**src/hdl/pdv_pkg.sv**
```systemverilog
package pdv_pkg;

  // ****************************************
  // Register map, byte wide, printed offsets
  // ****************************************
  localparam logic [7:0]  ADDR_DIV_A_CFG = 8'hA4;  // Three bytes, low byte first
  localparam logic [7:0]  ADDR_DIV_B_CFG = 8'hA7;  // Three bytes, low byte first
  localparam logic [7:0]  ADDR_STATUS    = 8'hB0;  // Outputs and pending flags
  localparam logic [23:0] DIV_CFG_RST    = 24'h000000;
  localparam logic [2:0]  BYTES_ALL      = 3'h7;

  // ****************************************
  // Field layout
  // ****************************************
  localparam int          FLD_RATE_LSB   = 0;
  localparam int          FLD_SEL_LSB    = 16;
  localparam int          FLD_POL_BIT    = 18;
  localparam int          FLD_TYPE_BIT   = 19;
  localparam int          FLD_MODE_LSB   = 20;
  localparam logic [3:0]  MODE_SPECIAL   = 4'hF;
  localparam logic [1:0]  SEL_LF_A       = 2'h0;
  localparam logic [1:0]  SEL_LF_B       = 2'h1;

  // Bit layout matches the 24-bit register image
  typedef struct packed {
    logic [3:0]  mode;
    logic        edge_bnd;
    logic        neg_pol;
    logic [1:0]  sel;
    logic [15:0] rate;
  } pdv_cfg_t;

  typedef enum logic [1:0] {
    PDV_REG,
    PDV_LF,
    PDV_FRM
  } pdv_mode_t;

endpackage

```
**src/hdl/pdv_top.sv**
```systemverilog
// Notes on behaviour
// - A with mode 1111 and selector 00 gives base frequency over bits 15:0, 50% duty.
// - A with mode 1111, selector not 00, gives frame pulse one selected period wide.
// - Mode not 1111 gives 50% duty output clock divided by full 24 bits.
// - B with mode 1111 and selector 01 gives base frequency over bits 15:0.
// - B with mode 1111, selector not 01, gives frame pulse one period wide.
// - Frame pulses are spaced by bits 15:0 periods of the selected clock.
// - B selector: 00 A, 01 low frequency, 10 C, 11 D.
// - Bit 18 zero gives positive frame pulse, one gives negative.
// - Bit 19 zero centres boundary in pulse, one puts it at first edge.
// - Mode not 1111 makes bits 19:0 plain divider bits.
// - Mode field picks frame pulse, low frequency clock or regular clock.
// - A selector: 00 low frequency, 01 B, 10 C, 11 D.
//
// Our own choice: the strobed register port.
`timescale 1ns/1ps
`default_nettype none

// ****************************************
// One post-divider output channel
// ****************************************
module pdv_channel #(
  parameter logic [1:0] LF_SEL = 2'h0
) (
  input  wire logic             core_clk_i,
  input  wire logic             arst_n_i,
  input  wire pdv_pkg::pdv_cfg_t cfg_i,
  input  wire logic             out_tick_i,
  input  wire logic             base_tick_i,
  input  wire logic [3:0]       src_vec_i,
  output logic                  out_o
);

  logic [23:0]       div_cnt_r;
  logic [23:0]       div_cnt_nxt;
  logic              clk_r;
  logic              clk_nxt;
  logic              src_q_r;
  logic [15:0]       frm_cnt_r;
  logic [15:0]       frm_cnt_nxt;
  logic              frm_r;
  logic              frm_nxt;
  logic              out_r;
  logic              out_nxt;
  pdv_pkg::pdv_mode_t mode_c;
  logic [23:0]       divisor_c;
  logic              tick_c;
  logic              wrap_c;
  logic              src_c;
  logic              rise_c;
  logic              fall_c;
  logic              last_c;

  always_comb begin
    if (cfg_i.mode != pdv_pkg::MODE_SPECIAL) begin
      mode_c = pdv_pkg::PDV_REG;
    end else if (cfg_i.sel == LF_SEL) begin
      mode_c = pdv_pkg::PDV_LF;
    end else begin
      mode_c = pdv_pkg::PDV_FRM;
    end
    // Whole image is the ratio outside the special mode
    divisor_c = (mode_c == pdv_pkg::PDV_REG) ? 24'(cfg_i) : {8'h00, cfg_i.rate};
    tick_c    = (mode_c == pdv_pkg::PDV_REG) ? out_tick_i : base_tick_i;
    wrap_c    = ({1'b0, div_cnt_r} + 25'h0000001) >= {1'b0, divisor_c};
    div_cnt_nxt = div_cnt_r;
    if (tick_c) begin
      div_cnt_nxt = wrap_c ? 24'h000000 : div_cnt_r + 24'h000001;
    end
    // High for the first half of each ratio; ratios below 2 hold low
    clk_nxt = div_cnt_nxt < (divisor_c >> 1);
    src_c   = src_vec_i[cfg_i.sel];
    rise_c  = src_c & ~src_q_r;
    fall_c  = ~src_c & src_q_r;
    last_c  = ({1'b0, frm_cnt_r} + 17'h00001) >= {1'b0, cfg_i.rate};
    frm_cnt_nxt = frm_cnt_r;
    if (rise_c) begin
      frm_cnt_nxt = last_c ? 16'h0000 : frm_cnt_r + 16'h0001;
    end
    frm_nxt = frm_r;
    // Boundary is the rising edge on which the spacing counter wraps
    if (cfg_i.edge_bnd) begin
      if (rise_c) begin
        frm_nxt = last_c;
      end
    end else if (fall_c) begin
      frm_nxt = last_c;
    end
    if (mode_c == pdv_pkg::PDV_FRM) begin
      out_nxt = frm_nxt ^ cfg_i.neg_pol;
    end else begin
      out_nxt = clk_nxt;
    end
  end

  always_ff @(posedge core_clk_i or negedge arst_n_i) begin
    if (!arst_n_i) begin
      div_cnt_r <= 24'h000000;
      clk_r     <= 1'b0;
      src_q_r   <= 1'b0;
      frm_cnt_r <= 16'h0000;
      frm_r     <= 1'b0;
      out_r     <= 1'b0;
    end else begin
      div_cnt_r <= div_cnt_nxt;
      clk_r     <= clk_nxt;
      src_q_r   <= src_c;
      frm_cnt_r <= frm_cnt_nxt;
      frm_r     <= frm_nxt;
      out_r     <= out_nxt;
    end
  end

  assign out_o = out_r;

  // ****************************************
  // Checks
  // ****************************************
  a_reg_tick_only: assert property (
    @(posedge core_clk_i) disable iff (!arst_n_i)
    (mode_c == pdv_pkg::PDV_REG && !out_tick_i) |=> (clk_r == $past(clk_r)))
    else $error("Regular clock moved without an output tick");

  a_lf_base_tick: assert property (
    @(posedge core_clk_i) disable iff (!arst_n_i)
    (mode_c == pdv_pkg::PDV_LF && !base_tick_i) |=> $stable(div_cnt_r))
    else $error("Low frequency divider moved without a base tick");

  a_div_wrap_zero: assert property (
    @(posedge core_clk_i) disable iff (!arst_n_i)
    (tick_c && wrap_c) |=> (div_cnt_r == 24'h000000))
    else $error("Divider did not wrap at its ratio");

  a_frm_spacing: assert property (
    @(posedge core_clk_i) disable iff (!arst_n_i)
    (rise_c && last_c) |=> (frm_cnt_r == 16'h0000 && (!$past(cfg_i.edge_bnd) || frm_r)))
    else $error("Frame boundary not taken at spacing count");

  a_frm_edge_hold: assert property (
    @(posedge core_clk_i) disable iff (!arst_n_i)
    (cfg_i.edge_bnd && !rise_c) |=> $stable(frm_r))
    else $error("First-edge frame pulse moved off a rising edge");

  a_frm_polarity: assert property (
    @(posedge core_clk_i) disable iff (!arst_n_i)
    (mode_c == pdv_pkg::PDV_FRM) |=> (cfg_i != $past(cfg_i)) || (out_o == (frm_r ^ cfg_i.neg_pol)))
    else $error("Frame pulse polarity wrong");

endmodule // pdv_channel

// ****************************************
// Register file and the two channels
// ****************************************
module pdv_top (
  input  wire logic       core_clk_i,
  input  wire logic       arst_n_i,
  input  wire logic [7:0] addr_i,
  input  wire logic [7:0] wdata_i,
  input  wire logic       wr_stb_i,
  input  wire logic       rd_stb_i,
  output logic      [7:0] rdata_o,
  input  wire logic       synth_out_tick_i,
  input  wire logic       synth_base_tick_i,
  input  wire logic       div_c_clk_i,
  input  wire logic       div_d_clk_i,
  output logic            div_a_out_o,
  output logic            div_b_out_o
);

  pdv_pkg::pdv_cfg_t cfg_a_r;
  pdv_pkg::pdv_cfg_t cfg_a_nxt;
  pdv_pkg::pdv_cfg_t cfg_b_r;
  pdv_pkg::pdv_cfg_t cfg_b_nxt;
  logic [23:0]       shd_a_r;
  logic [23:0]       shd_a_nxt;
  logic [23:0]       shd_b_r;
  logic [23:0]       shd_b_nxt;
  logic [2:0]        msk_a_r;
  logic [2:0]        msk_a_nxt;
  logic [2:0]        msk_b_r;
  logic [2:0]        msk_b_nxt;
  logic [7:0]        rdata_r;
  logic [7:0]        rdata_nxt;
  logic [7:0]        off_a_c;
  logic [7:0]        off_b_c;
  logic              hit_a_c;
  logic              hit_b_c;
  logic              commit_a_c;
  logic              commit_b_c;
  logic [3:0]        src_a_c;
  logic [3:0]        src_b_c;

  always_comb begin
    off_a_c   = addr_i - pdv_pkg::ADDR_DIV_A_CFG;
    off_b_c   = addr_i - pdv_pkg::ADDR_DIV_B_CFG;
    hit_a_c   = off_a_c < 8'h03;
    hit_b_c   = off_b_c < 8'h03;
    shd_a_nxt = shd_a_r;
    shd_b_nxt = shd_b_r;
    msk_a_nxt = msk_a_r;
    msk_b_nxt = msk_b_r;
    cfg_a_nxt = cfg_a_r;
    cfg_b_nxt = cfg_b_r;
    commit_a_c = 1'b0;
    commit_b_c = 1'b0;
    if (wr_stb_i && hit_a_c) begin
      shd_a_nxt[off_a_c[1:0]*8 +: 8] = wdata_i;
      msk_a_nxt[off_a_c[1:0]]        = 1'b1;
    end
    if (wr_stb_i && hit_b_c) begin
      shd_b_nxt[off_b_c[1:0]*8 +: 8] = wdata_i;
      msk_b_nxt[off_b_c[1:0]]        = 1'b1;
    end
    // Partial writes never reach the dividers
    if (msk_a_nxt == pdv_pkg::BYTES_ALL) begin
      commit_a_c = 1'b1;
      cfg_a_nxt  = shd_a_nxt;
      msk_a_nxt  = 3'h0;
    end
    if (msk_b_nxt == pdv_pkg::BYTES_ALL) begin
      commit_b_c = 1'b1;
      cfg_b_nxt  = shd_b_nxt;
      msk_b_nxt  = 3'h0;
    end
    rdata_nxt = 8'h00;
    if (rd_stb_i) begin
      if (hit_a_c) begin
        rdata_nxt = 8'(24'(cfg_a_r) >> (off_a_c[1:0]*8));
      end else if (hit_b_c) begin
        rdata_nxt = 8'(24'(cfg_b_r) >> (off_b_c[1:0]*8));
      end else if (addr_i == pdv_pkg::ADDR_STATUS) begin
        rdata_nxt = {2'h0, msk_b_r, msk_a_r[1:0] != 2'h0 || msk_a_r[2], div_b_out_o, div_a_out_o};
      end
    end
    // Selector index order, left to right: 11, 10, 01, 00
    src_a_c = {div_d_clk_i, div_c_clk_i, div_b_out_o, 1'b0};
    src_b_c = {div_d_clk_i, div_c_clk_i, 1'b0, div_a_out_o};
  end

  always_ff @(posedge core_clk_i or negedge arst_n_i) begin
    if (!arst_n_i) begin
      cfg_a_r <= pdv_pkg::DIV_CFG_RST;
      cfg_b_r <= pdv_pkg::DIV_CFG_RST;
      shd_a_r <= pdv_pkg::DIV_CFG_RST;
      shd_b_r <= pdv_pkg::DIV_CFG_RST;
      msk_a_r <= 3'h0;
      msk_b_r <= 3'h0;
      rdata_r <= 8'h00;
    end else begin
      cfg_a_r <= cfg_a_nxt;
      cfg_b_r <= cfg_b_nxt;
      shd_a_r <= shd_a_nxt;
      shd_b_r <= shd_b_nxt;
      msk_a_r <= msk_a_nxt;
      msk_b_r <= msk_b_nxt;
      rdata_r <= rdata_nxt;
    end
  end

  assign rdata_o = rdata_r;

  // Channel A: low frequency on selector 00
  pdv_channel #(.LF_SEL(pdv_pkg::SEL_LF_A)) u_div_a (
    .core_clk_i  (core_clk_i),
    .arst_n_i    (arst_n_i),
    .cfg_i       (cfg_a_r),
    .out_tick_i  (synth_out_tick_i),
    .base_tick_i (synth_base_tick_i),
    .src_vec_i   (src_a_c),
    .out_o       (div_a_out_o)
  );

  // Channel B: low frequency on selector 01
  pdv_channel #(.LF_SEL(pdv_pkg::SEL_LF_B)) u_div_b (
    .core_clk_i  (core_clk_i),
    .arst_n_i    (arst_n_i),
    .cfg_i       (cfg_b_r),
    .out_tick_i  (synth_out_tick_i),
    .base_tick_i (synth_base_tick_i),
    .src_vec_i   (src_b_c),
    .out_o       (div_b_out_o)
  );

  // ****************************************
  // Checks
  // ****************************************
  a_commit_all_bytes: assert property (
    @(posedge core_clk_i) disable iff (!arst_n_i)
    (cfg_a_r != $past(cfg_a_r)) |-> $past(commit_a_c))
    else $error("Divider A setting changed before all bytes written");

  a_rd_one_cycle: assert property (
    @(posedge core_clk_i) disable iff (!arst_n_i)
    !$past(rd_stb_i) |-> (rdata_o == 8'h00))
    else $error("Read data outside its single cycle");

  a_b_src_map: assert property (
    @(posedge core_clk_i) disable iff (!arst_n_i)
    (cfg_b_r.sel == 2'h0) |-> (src_b_c[cfg_b_r.sel] == div_a_out_o))
    else $error("Divider B selector 00 not tied to divider A");

endmodule // pdv_top

`default_nettype wire

```
**config.mk**
```make
export PLATFORM = sky130hd
export DESIGN_NAME = pdv_top
export DESIGN_NICKNAME = d
export VERILOG_FILES = /design/src/hdl/pdv_pkg.sv /design/src/hdl/pdv_top.sv
export SDC_FILE = /design/constraint.sdc
export NUM_CORES = 1
export LEC_CHECK = 0
export ABC_AREA = 1
export BUFFER_PORTS_ARGS = -buffer_cell sky130_fd_sc_hd__buf_2
export CAP_MARGIN = 0
export CORE_ASPECT_RATIO = 0.6
export CORE_MARGIN = 2
export CORE_UTILIZATION = 55
export CTS_CLUSTER_DIAMETER = 50
export DETAILED_ROUTE_END_ITERATION = 16
export PLACE_DENSITY = 0.71
export RECOVER_POWER = 100
export SLEW_MARGIN = 20
export SYNTH_ARGS = -nofsm -noshare
export SYNTH_HDL_FRONTEND = slang
export SYNTH_SLANG_ARGS = --single-unit
```
**constraint.sdc**
```tcl
create_clock -name core_clk_i -period 8.2 [get_ports core_clk_i]
set_clock_uncertainty 0.15 [all_clocks]
set_input_delay 0.82 -clock core_clk_i [delete_from_list [all_inputs] [get_ports core_clk_i]]
set_output_delay 0.82 -clock core_clk_i [all_outputs]
set_load 0.05 [all_outputs]
```
==> run metrics, run 1 <==
Area after DPL=0.0136 mm^2; die height=124 um; Post-CTS Setup Inserts=0; Die ar.=0.0253 mm^2; Fin Setup TNS=0 ns; Post-synth EDFFs=0; later-pin clock latency in the skew report=about 0.47 ns; Pwr per Cell Area=165 mW/mm^2; hold-fix buffers at CTS=0; hpwl dp=29.4 mm; startpoint types=input port; design area=about 0.014 mm^2; failing checks=capacitance limit, slew limit; Final Max Slew Viols=~250; I/O Pins=34; Vias=approximately 12000; nets=1903; CTS root buf=clkbuf_16; Pleak=~7.6 nW; area grow syn2layout=6.72%; initial antenna violation count=0; Max-slew headroom=-159%; Die Wd=~200 um; Tot GR Track Use=roughly a third; post-route ant nets=0; share of cells above drive strength 1=under 10%; Seq/Total Area, Yosys=a little under two fifths; routed len/inst=~18 um; Mapped Avg Cell Area=7.66 um^2; outcome=finished, violations left; Synth top area share=a little under two fifths; ys async rst share=between 90% and 100%; cts bufs inserted=17; initial core utilization=a little under three fifths; Tightest Hold Check Type=flop to flop; RSZ-0062 raised after global routing=no; Post-CTS Resized=0; Synth Instances=roughly 1700; Hold Crit Depth=2; CP required=roughly 8.4 ns; top post-synthesis cells by area=dfrtp_1 37%, ha_1 13%, nand2_1 12%; Hold Violations, Final=0; fin crit share=between 70% and 80%; Synth Cell Area=~0.013 mm^2; dpl ws=2.79 ns; Core ar.=around 0.023 mm^2; # fillers=2149; H-tree depth=4; largest net degree at the start of global routing=74; worst-margin pin slew=3.89 ns; Worst VDD drop=~0.00012 V; clock slew at reported path FFs=~0.07 ns; crit end category=flop; Hold WS=approximately 0.35 ns; critical path arrival=~6.5 ns; final WL=about 38 mm; GP Congestion=between 0.9 and 1; Vias/cell=about 5.7; grt total ovfl=0; number of detailed-route iterations in the first pass=5; post-route setup slack=approximately 1.9 ns; Core Rows=43; max_cap viols=4; Synth area leader=dfrtp_1; CTS Buffer Depth=2; first-pass GRT wire length=approximately 60 mm; Yosys warnings=0; # diodes=0; vias in the first global route=~11000; #FFs+latches synth=approximately 200; CTS Sinks=between 150 and 200; total nets after synthesis=1884; post-synthesis cell type count=53; crit-path max FO=51; Post-synth top flop=dfrtp_1; fmax=roughly 160 MHz; Finished Core Util=between 60% and 70%; Port Buf Inserts=33; TritonCTS clock tree=built; DRC errors left=0; Final min period=roughly 6.3 ns; Iter 0 DRT Violations=between 1000 and 1500; Critical Setup Path Class=input port to flop; Final setup viols=0; worst r2r path cells=29
==> stage by stage <==
stage	std cells	power (W)
global placement	2039	0.00148
CTS	2071	0.00234
detailed placement	2039	0.00149
finish	2071	0.00233
global route	2071	0.00245
floorplan	1724	0.00136
==> synth_stat cells (all sizes together) (5+ instances only) <==
cell / count
a21oi: 65
buf: 11
clkbuf: 27
dfrtp: 196
ha: 136
inv: 259
nand2: 407
nand3: 99
nand3b: 5
nand4: 42
nor2: 129
nor3: 32
nor4: 11
o211ai: 7
o21ai: 145
o22ai: 45
xor2: 61
==> path summary, 6_finish.rpt <==
path	from	to	slack, ns
worst max-delay path	addr_i[0]	cfg_b_r[17]$_DFFE_PN0P_	1.87
worst min-delay path	shd_b_r[5]$_DFF_PN0_	shd_b_r[5]$_DFF_PN0_	0.35
worst max register to register	u_div_b.div_cnt_r[0]$_DFF_PN0_	u_div_b.out_o$_DFF_PN0_	2.62
worst min register to register	shd_b_r[5]$_DFF_PN0_	shd_b_r[5]$_DFF_PN0_	0.35
max in group asynchronous	arst_n_i	u_div_b.frm_cnt_r[9]$_DFFE_PN0P_	3.19
min in group asynchronous	arst_n_i	u_div_b.div_cnt_r[8]$_DFF_PN0_	1.53
==> layer usage <==
layer	vias to the layer above	track usage (%)	share of wire [%]
li1	5740	-	-
met5	-	0	0
met3	36	11.3	12
met4	0	7.20	1.1
met2	544	39.5	36
met1	5512	50.6	50
==> where the power goes <==
part           total (W)  leakage (nW)  internal, W  switching (W)
Clock           0.000855         0.284     0.000439       0.000416
Sequential       0.00108          2.49      0.00103      0.0000523
Combinational   0.000399          4.80     0.000129       0.000270
Total            0.00233          7.57      0.00159       0.000738
==> critical path, cell delays in order <==
cell,delay [ns]
buf_2,0.07
clkbuf_1,1.59
inv_1,0.92
ha_1,0.52
nor3_1,0.19
o21ai_0,0.10
nor4_1,0.17
nand2_1,0.16
nor2_1,0.35
inv_1,0.28
o21bai_1,0.28
nand3_1,0.34
clkinv_4,0.36
nand2_1,0.20
o21ai_0,0.15
==> placed cells by master (no fill, tap or decap), types with 3 or more instances in the layout <==
cell,Yosys,final
nand2_1,407,407
nor2_1,122,125
o31ai_1,4,4
inv_1,256,259
a21o_1,3,3
ha_1,136,136
o21a_1,3,3
nor3_2,4,3
o211ai_1,7,7
a22o_1,4,4
clkbuf_1,27,16
xor2_1,61,61
nor2_2,5,3
o21ai_0,128,144
o22ai_1,45,45
inv_6,0,4
a21oi_1,65,65
a211oi_1,4,4
inv_8,0,4
nand3b_1,5,5
clkbuf_16,0,17
dfrtp_1,196,196
nor4_1,9,10
nor3_1,27,29
a221o_1,3,3
nand4_1,40,42
nand3_1,96,97
buf_2,6,22
==> flip-flops by register name (all words and copies together), names as in the netlist <==
name	count
cfg_a_r	24
cfg_b_r	24
shd_a_r	24
shd_b_r	24
u_div_a.div_cnt_r	24
u_div_b.div_cnt_r	24
u_div_a.frm_cnt_r	16
u_div_b.frm_cnt_r	16
rdata_o	8
msk_a_r	3
msk_b_r	3
u_div_a.frm_r	1
u_div_a.out_o	1
u_div_a.src_q_r	1
u_div_b.frm_r	1
u_div_b.out_o	1
u_div_b.src_q_r	1
==> cell families after synthesis <==
group / after synthesis / synth area share, %
xor+xnor: 61 / 4.04
buf+inv: 300 / 8.87
mux: 2 / 0.152
compound gates: 294 / 12.6
flops: 196 / 37.1
fa+ha+maj: 136 / 12.9
simple gates: 735 / 24.3
==> final cells by class <==
cell class | instances | area (um^2) | share of cell area [%]
Sequential cell | 196 | 4900 | 34.8
Timing Repair Buffer | 38 | 173 | 1.22
Clock inverter | 12 | 131 | 0.932
Tap cell | 315 | 394 | 2.80
Inverter | 262 | 988 | 7.01
Multi-Input combinational cell | 1228 | 7060 | 50.1
Clock buffer | 20 | 447 | 3.17
Note: power is estimated with default switching activity, not from simulation.
==> run 2: changes to the inputs <==
==> constraint.sdc (replaced) <==
create_clock -name core_clk_i -period 6.4 [get_ports core_clk_i]
set_clock_uncertainty 0.15 [all_clocks]
set_input_delay 0.64 -clock core_clk_i [delete_from_list [all_inputs] [get_ports core_clk_i]]
set_output_delay 0.64 -clock core_clk_i [all_outputs]
set_load 0.05 [all_outputs]
==> run 2 against run 1 <==
  * The run still ends with capacitance limit, slew limit left
  * Critical path depth is 1 lower
  * Highest routed layer unchanged
  * Total power is 29% higher
  * Critical endpoint is now cfg_b_r[16]$_DFFE_PN0P_
  * Via count is 0.75% higher
==> run metrics, run 2 (same netlist as run 1, synthesis figures left out) <==
Sw Share=30.9% (was 31.6%); Critical path origin=addr_i[0] (unchanged); FF-to-FF End=u_div_b.out_o$_DFF_PN0_ (unchanged); Die Wd=204 um (unchanged); largest net degree at the start of global routing=73 (was 74); GP Congestion=0.952 (was 0.978); Seq pwr share=45.9% (was 46.3%); Gate power share=16.9% (was 17.1%); die height=124 um (unchanged); RSZ-0062 raised after global routing=no (unchanged); nets=1904 (was 1903); most common cell after layout, fill and taps aside=nand2_1 (unchanged); Hold Violations, Final=0 (unchanged); Internal Power=0.00208 W (was 0.00159 W); Vias=11900 (was 11800); Vias/cell=5.76 (was 5.71); vias in the first global route=10900 (was 10800); critical path arrival=5.97 ns (was 6.53 ns); cts bufs inserted=17 (unchanged); final WL=37.9 mm (was 38.1 mm); Iter 0 DRT Violations=1182 (was 1183); grt total ovfl=0 (unchanged); Post-CTS Resized=0 (unchanged); Max-slew headroom=-170% (was -159%); fmax=roughly 170 MHz; DRC errors left=0 (unchanged); first-pass GRT wire length=60.2 mm (was 60.7 mm); max_cap viols=5 (was 4); initial antenna violation count=0 (unchanged); NetSw=0.000930 W (was 0.000738 W); Crit Reg-Reg Startpoint=u_div_b.div_cnt_r[2]$_DFF_PN0_ (was u_div_b.div_cnt_r[0]$_DFF_PN0_); R2R Setup Slk=0.82 ns (was 2.62 ns); routed len/inst=18.3 um (was 18.4 um); Final setup viols=0 (unchanged); Core ar.=0.0233 mm^2 (unchanged); Critical Setup Path Class=input port to flop (unchanged); Worst VDD drop=0.000150 V (was 0.000124 V); design area=0.0141 mm^2 (about the same); crit end category=flop (unchanged); Post-CTS Setup Inserts=0 (unchanged); worst r2r path cells=32 (was 29); post-route setup slack=0.562 ns (was 1.87 ns); post-route ant nets=0 (unchanged); Final Max Slew Viols=235 (was 253); initial core utilization=56.6% (unchanged); Fin Setup TNS=0 ns (unchanged); CTS Sinks=196 (unchanged); worst-margin pin slew=4.05 ns (was 3.89 ns); Area after DPL=0.0136 mm^2 (unchanged); dpl ws=1.07 ns (was 2.79 ns); most frequent cells in the layout=407 x nand2_1, 259 x inv_1, 196 x dfrtp_1, 145 x o21ai_0, 136 x ha_1 (was 407 x nand2_1, 259 x inv_1, 196 x dfrtp_1, 144 x o21ai_0, 136 x ha_1); failing checks=capacitance limit, slew limit (unchanged); TritonCTS clock tree=built (unchanged); Pleak=7.58 nW (was 7.57 nW); Pwr per Cell Area=213 mW/mm^2 (was 165 mW/mm^2); # diodes=0 (unchanged); hold-fix buffers at CTS=0 (unchanged); I/O Pins=34 (unchanged); H-tree depth=4 (unchanged); Core Rows=43 (unchanged); Tot GR Track Use=31.5% (was 31.8%); CP required=6.53 ns (was 8.40 ns); CTS Buffer Depth=2 (unchanged); Clock power frac=37.2% (was 36.6%); crit-path max FO=50 (was 51); clock slew at reported path FFs=0.07 ns (about the same); Tightest Hold Check Type=flop to flop (unchanged); fin crit share=between 90% and 100%; share of cells above drive strength 1=3.99% (was 3.87%); Die ar.=0.0253 mm^2 (unchanged); number of detailed-route iterations in the first pass=6 (was 5); Port Buf Inserts=33 (unchanged); Final min period=between 5 and 6 ns; end point of the critical path=cfg_b_r[16]$_DFFE_PN0P_ (was cfg_b_r[17]$_DFFE_PN0P_); CTS root buf=clkbuf_16 (unchanged); outcome=finished, violations left (unchanged); area grow syn2layout=6.97% (was 6.72%); startpoint types=input port (unchanged); later-pin clock latency in the skew report=0.47 ns (about the same); hpwl dp=29.2 mm (was 29.4 mm)
[run 2: cell types whose count changed in the layout (fill, tap and decap cells not counted), sizes merged]
cell,before,now
inv,267,264
clkinvlp,1,3
clkbuf,36,35
buf,22,23
bufinv,1,2
[run 2: worst max-delay path, cell delays in order]
cell        delay (ns)
buf_2             0.09
clkbuf_1          1.53
ha_1              0.42
inv_1             0.10
nor2_1            0.12
nor4_1            0.07
nand2_1           0.13
nor2_1            0.14
inv_1             0.31
o21bai_1          0.20
nand3_4           0.15
clkinvlp_2        1.14
nand2_1           0.68
o21ai_0           0.22
[run 2: area by class of cell]
type | count | area, um^2
Fill cell | 2096 | 9220
Multi-Input combinational cell | 1228 | 7070
Sequential cell | 196 | 4900
Inverter | 262 | 985
Clock buffer | 19 | 453
Tap cell | 315 | 394
Timing Repair Buffer | 39 | 180
Clock inverter | 12 | 143
[run 2: power groups by stage]
stage	registers [W]	clock network (W)	logic [W]
2_1_floorplan	0.00140	0	0.000349
3_3_place_gp	0.00140	0	0.000491
3_5_place_dp	0.00140	0	0.000504
4_1_cts	0.00138	0.00113	0.000508
5_1_grt	0.00139	0.00118	0.000578
6_report	0.00138	0.00112	0.000509
[run 2: worst min-delay path by stage]
stage / startpoint / end / slack (ns) / cells past startpoint
after floorplan: arst_n_i / cfg_a_r[0]$_DFFE_PN0P_ / 0.19 / 0
after global placement: shd_b_r[21]$_DFF_PN0_ / shd_b_r[21]$_DFF_PN0_ / 0.33 / 2
after detailed placement: shd_a_r[8]$_DFF_PN0_ / shd_a_r[8]$_DFF_PN0_ / 0.34 / 2
after CTS: arst_n_i / u_div_b.div_cnt_r[8]$_DFF_PN0_ / 0.05 / 1
after global routing: rd_stb_i / rdata_o[6]$_DFF_PN0_ / 0.38 / 3
final: shd_a_r[14]$_DFF_PN0_ / shd_a_r[14]$_DFF_PN0_ / 0.36 / 2
[run 2: layer usage]
| metal | global-route usage, % | part of all wire [%] |
|---|---|---|
| met1 | 49.3 | 48 |
| met5 | 0 | 0 |
| met4 | 7.61 | 1.3 |
| met3 | 11.1 | 13 |
| met2 | 40.0 | 37 |
[run 2: metrics by stage]
| step | hold WS (ns) | std cells | util, % | power, W |
|---|---|---|---|---|
| 5_1_grt | 0.378 | 2071 | 60.5 | 0.00315 |
| 3_3_place_gp | 0.330 | 2039 | 58.4 | 0.00189 |
| 3_5_place_dp | 0.343 | 2039 | 58.4 | 0.00191 |
| 4_1_cts | 0.0525 | 2070 | 60.9 | 0.00302 |
| 6_report | 0.355 | 2071 | 60.5 | 0.00301 |
| 2_1_floorplan | 0.194 | 1724 | - | 0.00174 |
